### src/inc/express_link_slot_map.vh
`ifndef EXPRESS_LINK_SLOT_MAP_VH
`define EXPRESS_LINK_SLOT_MAP_VH
// ==============================
// Register byte addresses
`define ADDR_LINK 8'hc0
`define ADDR_SLOT_CAP 8'hc4
`define ADDR_SLOT 8'hc8
`define ADDR_IRQ_STATUS 8'he0
`define ADDR_IRQ_ENABLE 8'he4
`define ADDR_IRQ_CLEAR 8'he8
// ==============================
// Link control fields
`define LC_PWR_LO 0
`define LC_PWR_HI 1
`define LC_RCB 3
`define LC_DISABLE 4
`define LC_RETRAIN 5
`define LC_CCLK 6
`define LC_XSYNC 7
`define LC_PWR_RESET 2'h0
// ==============================
// Link status fields
`define LS_SPEED_LO 16
`define LS_SPEED_HI 19
`define LS_WIDTH_LO 20
`define LS_WIDTH_HI 25
`define LS_TRAIN_ERR 26
`define LS_TRAINING 27
`define LS_SLOT_CLK 28
`define LS_SPEED_RESET 4'h1
`define LS_WIDTH_RESET 6'h04
// ==============================
// Slot capability fields
`define SC_BUTTON 0
`define SC_SENSOR 2
`define SC_ATTN_IND 3
`define SC_PWR_IND 4
`define SC_HP_CAPABLE 6
// ==============================
// Slot control and status fields
`define SLC_WIDTH 11
`define SLC_RESET 11'h000
`define SLS_LO 16
`define SLS_EVT_WIDTH 5
`define SLS_STATE_LO 21
// ==============================
// Interrupt events
`define IRQ_WIDTH 3
`define IRQ_SLOT_EVT 0
`define IRQ_TRAIN_ERR 1
`define IRQ_PWR_WRITE 2
`define IRQ_RESET 3'h0
`endif

### src/hdl/strap_capture.v
`include "express_link_slot_map.vh"
// ==============================
// Catches the hot-plug strap once, on the first edge after reset release
module strap_capture (
	input wire pclk,
	input wire presetn,
	input wire strap_in,
	output reg strap_value
);
	reg taken;

	// One-shot clocked capture; reset only loads constants
	always @(posedge pclk or negedge presetn) begin
		if (!presetn) begin
			taken <= 1'b0;
			strap_value <= 1'b0;
		end else if (!taken) begin
			taken <= 1'b1;
			strap_value <= strap_in;
		end
	end
endmodule

### src/hdl/express_link_slot_regs.v
`include "express_link_slot_map.vh"
module express_link_slot_regs #(
	parameter SPEED_W = 4,
	parameter WIDTH_W = 6
) (
	input wire pclk,
	input wire presetn,
	input wire psel,
	input wire penable,
	input wire pwrite,
	input wire [7:0] paddr,
	input wire [31:0] pwdata,
	input wire [3:0] pstrb,
	output reg [31:0] prdata,
	output reg pready,
	output reg pslverr,
	input wire reverse_bridge,
	input wire hot_plug_strap,
	input wire [SPEED_W-1:0] link_speed_in,
	input wire [WIDTH_W-1:0] link_width_in,
	input wire link_train_error,
	input wire link_training,
	input wire link_status_valid,
	input wire [4:0] slot_events_in,
	input wire [1:0] slot_states_in,
	output reg [1:0] power_state_ctrl,
	output reg link_disable,
	output reg retrain_link,
	output reg [10:0] slot_control,
	output reg irq
);
	reg cclk_cfg;
	reg xsync;
	reg [SPEED_W-1:0] speed;
	reg [WIDTH_W-1:0] width;
	reg train_err;
	reg training;
	reg [4:0] slot_evt;
	reg [1:0] slot_st;
	reg [`IRQ_WIDTH-1:0] irq_status;
	reg [`IRQ_WIDTH-1:0] irq_enable;
	reg [`IRQ_WIDTH-1:0] next_irq_status;
	reg [`IRQ_WIDTH-1:0] irq_events;
	reg [31:0] next_rdata;
	reg mapped;
	wire hp_en;
	wire setup;
	wire wr;
	reg train_err_d;
	reg apb_state;
	reg next_apb_state;
	reg [`IRQ_WIDTH-1:0] next_irq_enable;
	reg [31:0] link_word;
	reg [31:0] slot_word;
	// Phase and per-register write strobes
	wire access;
	wire wr_link;
	wire wr_slot;
	wire wr_irq_en;
	wire wr_irq_clr;

	// Transfer phases: waiting for a setup cycle, or answering its access phase
	localparam APB_IDLE = 1'b0;
	localparam APB_ACCESS = 1'b1;
	// Width of one register word on the bus
	localparam DATA_W = 32;
	wire [DATA_W-1:0] cap_word;
	genvar cap_bit;

	strap_capture u_strap (
		.pclk(pclk),
		.presetn(presetn),
		.strap_in(hot_plug_strap),
		.strap_value(hp_en)
	);

	assign setup = psel && !penable;
	// Access phase of a transfer that this block is answering now
	assign access = psel && penable && apb_state == APB_ACCESS;
	// Writes commit at the edge that sees pready high, as the master expects
	assign wr = access && pwrite;

	// ==============================
	// Transfer phase machine; the access phase always lasts one cycle
	always @* begin
		next_apb_state = APB_IDLE;
		case (apb_state)
			APB_IDLE: begin
				if (setup)
					next_apb_state = APB_ACCESS;
			end
			APB_ACCESS: begin
				// A setup seen here starts the next transfer at once
				if (setup)
					next_apb_state = APB_ACCESS;
			end
			default: next_apb_state = APB_IDLE;
		endcase
	end

	// Phase register
	always @(posedge pclk or negedge presetn) begin
		if (!presetn)
			apb_state <= APB_IDLE;
		else
			apb_state <= next_apb_state;
	end

	// ==============================
	// Register write strobes; byte lane 0 gates link, enable and clear words
	assign wr_link = wr && paddr == `ADDR_LINK && pstrb[0];
	assign wr_slot = wr && paddr == `ADDR_SLOT;
	assign wr_irq_en = wr && paddr == `ADDR_IRQ_ENABLE && pstrb[0];
	assign wr_irq_clr = wr && paddr == `ADDR_IRQ_CLEAR && pstrb[0];

	// ==============================
	// Slot capability word; only the hot-plug presence bits follow the strap
	generate
		for (cap_bit = 0; cap_bit < DATA_W; cap_bit = cap_bit + 1) begin : cap_bits
			if (cap_bit == `SC_BUTTON || cap_bit == `SC_SENSOR || cap_bit == `SC_ATTN_IND ||
				cap_bit == `SC_PWR_IND || cap_bit == `SC_HP_CAPABLE) begin : hp_bit
				assign cap_word[cap_bit] = hp_en;
			end else begin : fixed_bit
				assign cap_word[cap_bit] = 1'b0;
			end
		end
	endgenerate

	// ==============================
	// Address decode: the words that answer without an error
	always @* begin
		mapped = 1'b0;
		case (paddr)
			`ADDR_LINK,
			`ADDR_SLOT_CAP,
			`ADDR_SLOT,
			`ADDR_IRQ_STATUS,
			`ADDR_IRQ_ENABLE,
			`ADDR_IRQ_CLEAR: mapped = 1'b1;
			default: mapped = 1'b0;
		endcase
	end

	// Link control and link status word
	always @* begin
		link_word = 32'h00000000;
		link_word[`LC_PWR_HI:`LC_PWR_LO] = power_state_ctrl;
		link_word[`LC_RCB] = 1'b0;
		link_word[`LC_DISABLE] = link_disable;
		link_word[`LC_RETRAIN] = retrain_link;
		link_word[`LC_CCLK] = cclk_cfg;
		link_word[`LC_XSYNC] = xsync;
		link_word[`LS_SPEED_HI:`LS_SPEED_LO] = speed;
		link_word[`LS_WIDTH_HI:`LS_WIDTH_LO] = width;
		link_word[`LS_TRAIN_ERR] = train_err;
		link_word[`LS_TRAINING] = training;
		link_word[`LS_SLOT_CLK] = 1'b1;
	end

	// Slot control and slot status word
	always @* begin
		slot_word = 32'h00000000;
		slot_word[`SLC_WIDTH-1:0] = slot_control;
		slot_word[`SLS_LO+`SLS_EVT_WIDTH-1:`SLS_LO] = slot_evt;
		slot_word[`SLS_STATE_LO+1:`SLS_STATE_LO] = slot_st;
	end

	// Read mux; the clear word and unmapped words read as zero
	always @* begin
		case (paddr)
			`ADDR_LINK: next_rdata = link_word;
			`ADDR_SLOT_CAP: next_rdata = cap_word;
			`ADDR_SLOT: next_rdata = slot_word;
			`ADDR_IRQ_STATUS: next_rdata = {{(DATA_W-`IRQ_WIDTH){1'b0}}, irq_status};
			`ADDR_IRQ_ENABLE: next_rdata = {{(DATA_W-`IRQ_WIDTH){1'b0}}, irq_enable};
			`ADDR_IRQ_CLEAR: next_rdata = 32'h00000000;
			default: next_rdata = 32'h00000000;
		endcase
	end

	// ==============================
	// APB answer: one wait-free access phase
	always @(posedge pclk or negedge presetn) begin
		if (!presetn) begin
			pready <= 1'b0;
			pslverr <= 1'b0;
		end else begin
			pready <= next_apb_state == APB_ACCESS;
			pslverr <= setup && !mapped;
		end
	end

	// Read data, loaded at the setup edge and held until the next read
	always @(posedge pclk or negedge presetn) begin
		if (!presetn)
			prdata <= 32'h00000000;
		else if (setup && !pwrite)
			prdata <= next_rdata;
	end

	// ==============================
	// Link control; disable and retrain only move on the reverse bridge
	always @(posedge pclk or negedge presetn) begin
		if (!presetn) begin
			power_state_ctrl <= `LC_PWR_RESET;
			link_disable <= 1'b0;
			retrain_link <= 1'b0;
			cclk_cfg <= 1'b0;
			xsync <= 1'b0;
		end else if (wr_link) begin
			power_state_ctrl <= pwdata[`LC_PWR_HI:`LC_PWR_LO];
			cclk_cfg <= pwdata[`LC_CCLK];
			xsync <= pwdata[`LC_XSYNC];
			if (reverse_bridge) begin
				link_disable <= pwdata[`LC_DISABLE];
				retrain_link <= pwdata[`LC_RETRAIN];
			end
		end
	end

	// ==============================
	// Slot control enables and indicators, byte lanes 0 and 1
	always @(posedge pclk or negedge presetn) begin
		if (!presetn) begin
			slot_control <= `SLC_RESET;
		end else if (wr_slot) begin
			if (pstrb[0])
				slot_control[7:0] <= pwdata[7:0];
			if (pstrb[1])
				slot_control[`SLC_WIDTH-1:8] <= pwdata[`SLC_WIDTH-1:8];
		end
	end

	// ==============================
	// Link status capture from the link training logic
	always @(posedge pclk or negedge presetn) begin
		if (!presetn) begin
			speed <= `LS_SPEED_RESET;
			width <= `LS_WIDTH_RESET;
			train_err <= 1'b0;
			training <= 1'b0;
			train_err_d <= 1'b0;
		end else begin
			if (link_status_valid) begin
				speed <= link_speed_in;
				width <= link_width_in;
			end
			train_err <= link_train_error;
			training <= link_training;
			train_err_d <= train_err;
		end
	end

	// Slot status mirror; reads as zero while hot plug is strapped off
	always @(posedge pclk or negedge presetn) begin
		if (!presetn) begin
			slot_evt <= 5'h00;
			slot_st <= 2'h0;
		end else begin
			slot_evt <= hp_en ? slot_events_in : 5'h00;
			slot_st <= hp_en ? slot_states_in : 2'h0;
		end
	end

	// ==============================
	// Sticky interrupt status; a new event beats a clear in the same cycle
	always @* begin
		irq_events = `IRQ_RESET;
		irq_events[`IRQ_SLOT_EVT] = |slot_evt;
		irq_events[`IRQ_TRAIN_ERR] = train_err && !train_err_d;
		irq_events[`IRQ_PWR_WRITE] = wr_link;
		next_irq_status = irq_status;
		if (wr_irq_clr)
			next_irq_status = next_irq_status & ~pwdata[`IRQ_WIDTH-1:0];
		next_irq_status = next_irq_status | irq_events;
	end

	// Enable word as it stands after this edge
	always @* begin
		next_irq_enable = irq_enable;
		if (wr_irq_en)
			next_irq_enable = pwdata[`IRQ_WIDTH-1:0];
	end

	// Status, enable and the level interrupt, all from the next values
	always @(posedge pclk or negedge presetn) begin
		if (!presetn) begin
			irq_status <= `IRQ_RESET;
			irq_enable <= `IRQ_RESET;
			irq <= 1'b0;
		end else begin
			irq_status <= next_irq_status;
			irq_enable <= next_irq_enable;
			irq <= |(next_irq_status & next_irq_enable);
		end
	end
endmodule

### config.mk
export PLATFORM = sky130hd
export DESIGN_NAME = express_link_slot_regs
export DESIGN_NICKNAME = d
export VERILOG_FILES = /design/src/hdl/strap_capture.v /design/src/hdl/express_link_slot_regs.v
export VERILOG_INCLUDE_DIRS = /design/src /design/src/inc
export SDC_FILE = /design/constraint.sdc
export NUM_CORES = 1
export LEC_CHECK = 0
export BUFFER_PORTS_ARGS = -buffer_cell sky130_fd_sc_hd__buf_4
export CAP_MARGIN = 25
export CORE_MARGIN = 2
export CORE_UTILIZATION = 30
export DETAILED_ROUTE_END_ITERATION = 6
export GPL_TIMING_DRIVEN = 1
export PLACE_DENSITY = 0.66
export SYNTH_ARGS = -nofsm -noshare
export SYNTH_HDL_FRONTEND = slang
export SYNTH_SLANG_ARGS = --single-unit
### constraint.sdc
create_clock -name pclk -period 2.1 [get_ports pclk]
set_input_delay 0.105 -clock pclk [delete_from_list [all_inputs] [get_ports pclk]]
set_output_delay 0.105 -clock pclk [all_outputs]
set_load 0.1 [all_outputs]
==> results of run 1 <==
## cell type report
class	instances	area [µm²]
Clock buffer	10	138
Clock inverter	6	130
Inverter	3	11.3
Timing Repair Buffer	130	1050
Multi-Input combinational cell	169	1100
Sequential cell	72	1810
Fill cell	936	5330
Tap cell	133	166
## critical path: stages (launching register included)
cell and delay [ns]:
dfrtp_4 0.42, nand4_1 0.16, or4_4 0.49, mux2_4 0.32, a21boi_1 0.13, a221o_1 0.28
## layout by cell type (no fill, tap or decap), types with 2 or more instances in the layout
master / synthesis / routed
a21oi_1: 3 / 3
a221o_1: 6 / 6
a221oi_1: 3 / 3
a22oi_1: 4 / 4
and2_1: 8 / 8
and3_1: 5 / 5
and4_1: 3 / 3
buf_4: 9 / 101
bufinv_16: 0 / 4
clkbuf_8: 0 / 10
clkinv_2: 0 / 2
conb_1: 2 / 9
dfrtp_1: 70 / 69
dfstp_2: 2 / 2
dlygate4sd3_1: 0 / 29
inv_1: 3 / 3
mux2_1: 9 / 9
mux2_2: 16 / 16
mux2i_1: 3 / 3
nand2_1: 49 / 49
nand2b_1: 3 / 3
nand3_1: 13 / 13
nor2_1: 3 / 3
nor2b_1: 2 / 2
nor3_1: 5 / 5
o21ai_1: 9 / 9
o41ai_1: 2 / 2
or4b_1: 2 / 2
## worst paths after layout
kind | slack (ns) | depth (start not counted) | startpoint | to
setup / recovery | 0.17 | 5 | pready$_DFF_PN0_ | irq$_DFF_PN0_
hold reg to reg | 0.43 | 0 | train_err$_DFF_PN0_ | train_err_d$_DFF_PN0_
setup reg to reg | 0.17 | 5 | pready$_DFF_PN0_ | irq$_DFF_PN0_
hold / removal | 0.02 | 2 | link_width_in[4] | width[4]$_DFFE_PN0P_
max in group asynchronous | 1.01 | 2 | presetn | pready$_DFF_PN0_
min in group asynchronous | 0.44 | 2 | presetn | prdata[23]$_DFFE_PN0P_
## state kept, by name, indices dropped and copies added, names as in the netlist
name                 count
prdata                  24
slot_control            11
width                    6
slot_evt                 5
speed                    4
irq_enable               3
irq_status               3
power_state_ctrl         2
slot_st                  2
cclk_cfg                 1
irq                      1
link_disable             1
pready                   1
pslverr                  1
retrain_link             1
train_err                1
train_err_d              1
training                 1
u_strap.strap_value      1
u_strap.taken            1
xsync                    1
## kinds of logic (layout without fill, tap and decap cells)
kind of cell,count (synthesis),after routing
DFF,72,72
muxes,29,29
other,2,9
buffers and inverters,22,149
and+or+nand+nor,99,99
AOI/OAI and AO/OA,32,32
## routing by layer
layer	share of wire, %	track usage, %
met3	5.4	4.64
met5	0	0
met1	46	20.0
met4	0.56	3.57
met2	48	25.0
## through the flow
stage / TNS [ns] / hold slack, ns / power [mW]
6_report: 0 / 0.0223 / 3.22
4_1_cts: 0 / 0.00269 / 3.26
3_5_place_dp: -0.0237 / 0.216 / 1.76
3_3_place_gp: 0 / 0.216 / 1.75
5_1_grt: 0 / 0.00368 / 3.35
2_1_floorplan: 0 / -0.191 / 1.63
## repair_timing
item	in CTS	in global routing
buffers inserted	0	0
hold buffers	29	0
hold endpoints to repair	98	0
## power breakdown
group / switching [mW] / internal, mW
sequential: 0.0221 / 1.43
combinational: 0.187 / 0.136
clock: 0.505 / 0.938
==> key figures, run 1 <==
Run status
  • Status: completed

Logic synthesis
  • Portion of netlist area occupied by mux cells: 10.9%
  • Flops & latches, synth: 72
  • Adder-cell share of the synthesized area: 0%
  • Post-synthesis xor/xnor area fraction: 0%
  • Synth top area share: 58.4%
  • Ys Warns: 0
  • Main area contributors after synthesis: dfrtp_1 (58%), nand2_1 (6.1%), mux2_2 (6.0%)
  • Synth Cell Area: 3000 µm²
  • Yosys cell types: 38
  • Simple-gate share of the synthesized area: 16.7%
  • Most frequent cell after synthesis: dfrtp_1
  • Average size of a mapped cell: 11.7 µm²
  • Post-synth ARST share: 100%
  • Number of synthesized flops with an enable pin: 0
  • Complex-gate fraction of the synthesized area: 8.06%
  • Post-synth top area cell: dfrtp_1
  • Main combinational cell family by area after synthesis: simple AND/OR/NAND/NOR gates
  • Register area share after synthesis: 60.2%
  • Top cells by count, synth: dfrtp_1 (70), nand2_1 (49), mux2_2 (16)
  • Syn Inst Count: 256
  • Most common flop cell mapped by yosys: dfrtp_1

Place
  • Pre-CTS setup slack: -0.0237 ns
  • Final HPWL DP: 5.61 mm
  • Port Buffers: 89
  • Dpl cell area: 3840 µm²
  • Placed insts: 478
  • Gp weighted congestion: 0.769

Global routing
  • Global-route wire length before repair: 13.1 mm
  • Initial antenna violation count: 0
  • Tot GR Track Use: 15.3%
  • Largest net degree at the start of global routing: 70
  • Vias in the first global route: 2518
  • GR Overflow Total: 0

Setup path
  • Crit path required time: 2.31 ns
  • Startpoint Class: register
  • Crit Path Class: register to register
  • Worst Path Max Fanout: 3
  • Critical path arrival: 2.14 ns
  • Crit path capture type: register

STA
  • Max-slew headroom: 42.2%
  • Max Freq: 519 MHz
  • Final period utilization: 91.8%
  • Crit path time final: 1.93 ns
  • RSZ-0062 raised after global routing: no
  • Slew Viols, Final: 0
  • Transition time of the tightest slew-check pin: 0.868 ns
  • Fin worst setup slack: 0.172 ns
  • Skew final: 0.00546 ns
  • Fin. Hold Viols: 0
  • Setup Viol. Count Final: 0

Route
  • Via-per-instance ratio: 4.64
  • Final wirelength: 7.89 mm
  • 1st-iter DRT viols: 106
  • Routed len/inst: 15.1 µm
  • Via count: 2425
  • Residual DRC: 0
  • Detailed Routing Iterations Pass 1: 4
  • ANT nets after route: 0

Final layout
  • ANT cells: 0
  • Post-route non-filler standard cell count: 523
  • Area Growth Syn to Fin: 46.9%
  • Final Core Density: 45.3%
  • Final instance area: 4400 µm²
  • # nets final: 456
  • Share of cells above drive strength 1: 35.9%

Clock tree
  • Reg clk slew, reported paths: 0.07 ns
  • CTS buffer count: 9
  • Htree depth: 3
  • Clk root buf: clkbuf_8
  • Largest buffer count on any clock path: 2
  • CTS tree: built
  • Clock latency on the worst-skew pair: 0.33 ns
  • Post-CTS resize count: 0
  • Clock sinks: 72

Hold path
  • Min-delay worst type: primary input to register

Die
  • Initial core utilization: 30.8%
  • Die Area: 10800 µm²
  • Die H: 104 µm
  • Core region area: 9730 µm²
  • Site row count: 36
  • # IOs: 121
  • Die width: 104 µm

Power and ir drop
  • Pwr dens: 730 nW/µm²
  • Leakage power: 2.24 nW
  • Maximum VDD drop: 0.000336 V

Job
  • Max Cap Viol: 0
(Power assumes the default switching activity.)
==> run 2, diff against run 1 <==
--- a/config.mk
+++ b/config.mk
@@ -6,6 +6,7 @@
 export SDC_FILE = /design/constraint.sdc
 export NUM_CORES = 1
 export LEC_CHECK = 0
+export ABC_AREA = 1
 export BUFFER_PORTS_ARGS = -buffer_cell sky130_fd_sc_hd__buf_4
 export CAP_MARGIN = 25
 export CORE_MARGIN = 2
==> key figures, run 2 <==
Setup path
  • Crit path required time: 2.33 ns (was 2.31 ns)
  • Worst Path Max Fanout: 15 (was 3)
  • CP max stage cell: nor3_4 (was or4_4)
  • R2R cell count: 4 (was 5)
  • Critical path arrival: 1.73 ns (was 2.14 ns)
  • Worst r2r dst: slot_control[3]$_DFFE_PN0P_ (was irq$_DFF_PN0_)
  • Worst stage delay on the critical path: 0.40 ns (was 0.49 ns)
  • Crit path capture type: register (unchanged)
  • R2R Setup Slk: 0.60 ns (was 0.17 ns)
  • Crit Path Class: register to register (unchanged)
  • Startpoint Class: register (unchanged)
  • Critical path, cell by cell: nand2_1 > nor3_4 > nand2_4 > mux2_4 (was nand4_1 > or4_4 > mux2_4 > a21boi_1 > a221o_1)
  • R2r startpoint: pready$_DFF_PN0_ (unchanged)

Logic synthesis
  • Flops & latches, synth: 72 (unchanged)
  • Average size of a mapped cell: 8.75 µm² (was 11.7 µm²)
  • Post-synth ARST share: 100% (unchanged)
  • Synth Cell Area: 3060 µm² (was 3000 µm²)
  • Most frequent cell after synthesis: nand2_1 (was dfrtp_1)
  • Ys Warns: 0 (unchanged)
  • Main area contributors after synthesis: dfrtp_1 (57%), nand2_1 (16%), inv_1 (4.8%) (was dfrtp_1 (58%), nand2_1 (6.1%), mux2_2 (6.0%))
  • Synth top area share: 57.3% (was 58.4%)
  • Most common flop cell mapped by yosys: dfrtp_1 (unchanged)
  • Post-synth top area cell: dfrtp_1 (unchanged)
  • Number of synthesized flops with an enable pin: 0 (unchanged)
  • Register area share after synthesis: 59.0% (was 60.2%)
  • Yosys cell types: 28 (was 38)
  • Top cells by count, synth: nand2_1 (130), dfrtp_1 (70), inv_1 (39) (was dfrtp_1 (70), nand2_1 (49), mux2_2 (16))
  • Syn Inst Count: 349 (was 256)

STA
  • Max-slew headroom: 40.4% (was 42.2%)
  • Skew final: 0.00667 ns (was 0.00546 ns)
  • Final period utilization: 71.5% (was 91.8%)
  • Crit path time final: 1.50 ns (was 1.93 ns)
  • Max Freq: 666 MHz (was 519 MHz)
  • Slew Viols, Final: 0 (unchanged)
  • Transition time of the tightest slew-check pin: 0.894 ns (was 0.868 ns)
  • Setup_tns: 0 ns (unchanged)
  • Fin worst setup slack: 0.599 ns (was 0.172 ns)
  • RSZ-0062 raised after global routing: no (unchanged)
  • Setup Viol. Count Final: 0 (unchanged)
  • Fin. Hold Viols: 0 (unchanged)

Final layout
  • Fillers: 1018 (was 936)
  • Multi-input logic area: 1010 µm² (was 1100 µm²)
  • Sequential Area: 1800 µm² (was 1810 µm²)
  • # nets final: 535 (was 456)
  • Top reg by flops: prdata (unchanged)
  • Commonest cells after routing, fill and taps aside: nand2_1 (130), buf_4 (92), dfrtp_1 (70), inv_1 (39), o21ai_0 (27) (was buf_4 (101), dfrtp_1 (69), nand2_1 (49), dlygate4sd3_1 (29), mux2_2 (16))
  • Share of cells above drive strength 1: 26.4% (was 35.9%)
  • Biggest regs: prdata (24), slot_control (11), width (6) (unchanged)
  • Max reg flops: 24 (unchanged)
  • ANT cells: 0 (unchanged)
  • Commonest non-fill, non-tap cell in the layout: nand2_1 (was buf_4)
  • Area Growth Syn to Fin: 38.9% (was 46.9%)

Clock tree
  • Reg clk slew, reported paths: 0.08 ns (was 0.07 ns)
  • Clock latency on the worst-skew pair: 0.34 ns (was 0.33 ns)
  • Clk root buf: clkbuf_8 (unchanged)
  • Post-CTS resize count: 0 (unchanged)
  • CTS buffer count: 9 (unchanged)
  • Htree depth: 3 (unchanged)
  • CTS tree: built (unchanged)
  • Post-CTS Setup Bufs: 0 (unchanged)
  • Largest buffer count on any clock path: 2 (unchanged)
  • Clock sinks: 72 (unchanged)

Global routing
  • GR met2 Demand/Resource: 24.3% (was 25.0%)
  • Met3 usage: 4.12% (was 4.64%)
  • Most crowded layer after global routing: met2 (unchanged)
  • Vias in the first global route: 2620 (was 2518)
  • GR Overflow Total: 0 (unchanged)
  • Tot GR Track Use: 14.2% (was 15.3%)
  • Initial antenna violation count: 0 (unchanged)
  • Global-route wire length before repair: 12.4 mm (was 13.1 mm)
  • GR Util met1: 17.4% (was 20.0%)
  • Largest net degree at the start of global routing: 73 (was 70)

Job
  • Max Cap Viol: 0 (unchanged)

Route
  • Residual DRC: 0 (unchanged)
  • 1st-iter DRT viols: 87 (was 106)
  • Via-per-instance ratio: 4.30 (was 4.64)
  • Via count: 2586 (was 2425)
  • Detailed Routing Iterations Pass 1: 4 (unchanged)
  • ANT nets after route: 0 (unchanged)
  • Final wirelength: 7.37 mm (was 7.89 mm)
  • Routed len/inst: 12.2 µm (was 15.1 µm)

Power and ir drop
  • Pwr dens: 666 nW/µm² (was 730 nW/µm²)
  • Maximum VDD drop: 0.000283 V (was 0.000336 V)
  • Leakage power: 2.31 nW (was 2.24 nW)

Place
  • Final HPWL DP: 5.23 mm (was 5.61 mm)
  • Pre-CTS setup slack: 0.597 ns (was -0.0237 ns)
  • Port Buffers: 89 (unchanged)
  • Gp weighted congestion: 0.757 (was 0.769)

Hold path
  • Worst Hold Endpoint: slot_control[9]$_DFFE_PN0P_ (was width[4]$_DFFE_PN0P_)
  • Worst hold stages: 3 (was 2)
  • HP Start: pwdata[9] (was link_width_in[4])
  • Min-delay worst type: primary input to register (unchanged)

Die
  • Die width: 105 µm (was 104 µm)
  • Core region area: 9820 µm² (was 9730 µm²)
  • Die Area: 11000 µm² (was 10800 µm²)
  • Die H: 105 µm (was 104 µm)
  • # IOs: 121 (unchanged)
  • Initial core utilization: 31.1% (was 30.8%)
  • Site row count: 36 (unchanged)

Run status
  • Status: completed (unchanged)
## run 2: logic make-up after synthesis
kind of cell           count (synthesis)  synth area share, %
DFF                                   72                 59.0
AOI/OAI and AO/OA                     46                 8.15
muxes                                  2                0.860
other                                  2                0.246
and+or+nand+nor                      169                 23.1
buffers and inverters                 58                 8.60
## run 2: stage by stage
stage	std cells	instance area [µm²]	hold WS, ns	util, %	total power, mW
2_1_floorplan	356	3080	-0.191	-	1.64
3_3_place_gp	564	3830	0.216	39.0	1.75
3_5_place_dp	564	3830	0.217	39.0	1.75
4_1_cts	602	4240	0.00157	43.2	2.87
5_1_grt	602	4240	0.00375	43.2	2.96
6_report	602	4240	0.0179	43.2	2.83
## run 2: worst max-delay path, delay by kind of cell (launching register included)
family	cells	cell delay [ns]
and+or+nand+nor	3	0.70
DFF	1	0.35
muxes	1	0.33
## run 2: per-layer routing
metal	share of wire (%)	vias up
met2	50	55
met1	43	1222
met3	4.8	14
li1	-	1295
met5	0	-
met4	1.7	0
## run 2: cell type report
| cell class | count | share of cell area (%) |
|---|---|---|
| sequential | 72 | 42.5 |
| multi-input combinational | 226 | 23.9 |
| timing repair buffer | 114 | 21.5 |
| tap | 133 | 3.92 |
| inverter | 41 | 3.63 |
| clock buffer | 9 | 2.92 |
| clock inverter | 7 | 1.65 |
## run 2: worst max path at each step
stage,end,from,cells after the start
finish,slot_control[3]$_DFFE_PN0P_,pready$_DFF_PN0_,4
global route,slot_control[3]$_DFFE_PN0P_,pready$_DFF_PN0_,4
CTS,slot_control[3]$_DFFE_PN0P_,pready$_DFF_PN0_,4
detailed placement,prdata[16]$_DFFE_PN0P_,paddr[1],9
global placement,slot_control[3]$_DFFE_PN0P_,pready$_DFF_PN0_,4
floorplan,slot_control[3]$_DFFE_PN0P_,pready$_DFF_PN0_,4
## run 2: where the power goes
group          switching, mW  internal, mW
clock network          0.524         0.548
logic                  0.201         0.111
registers             0.0170          1.43
## run 2: what timing repair did
item | 4_1_cts | 5_1_grt
hold buffers | 22 | 0
hold endpoints to repair | 91 | 0
endpoints found under the setup margin | 0 | 0
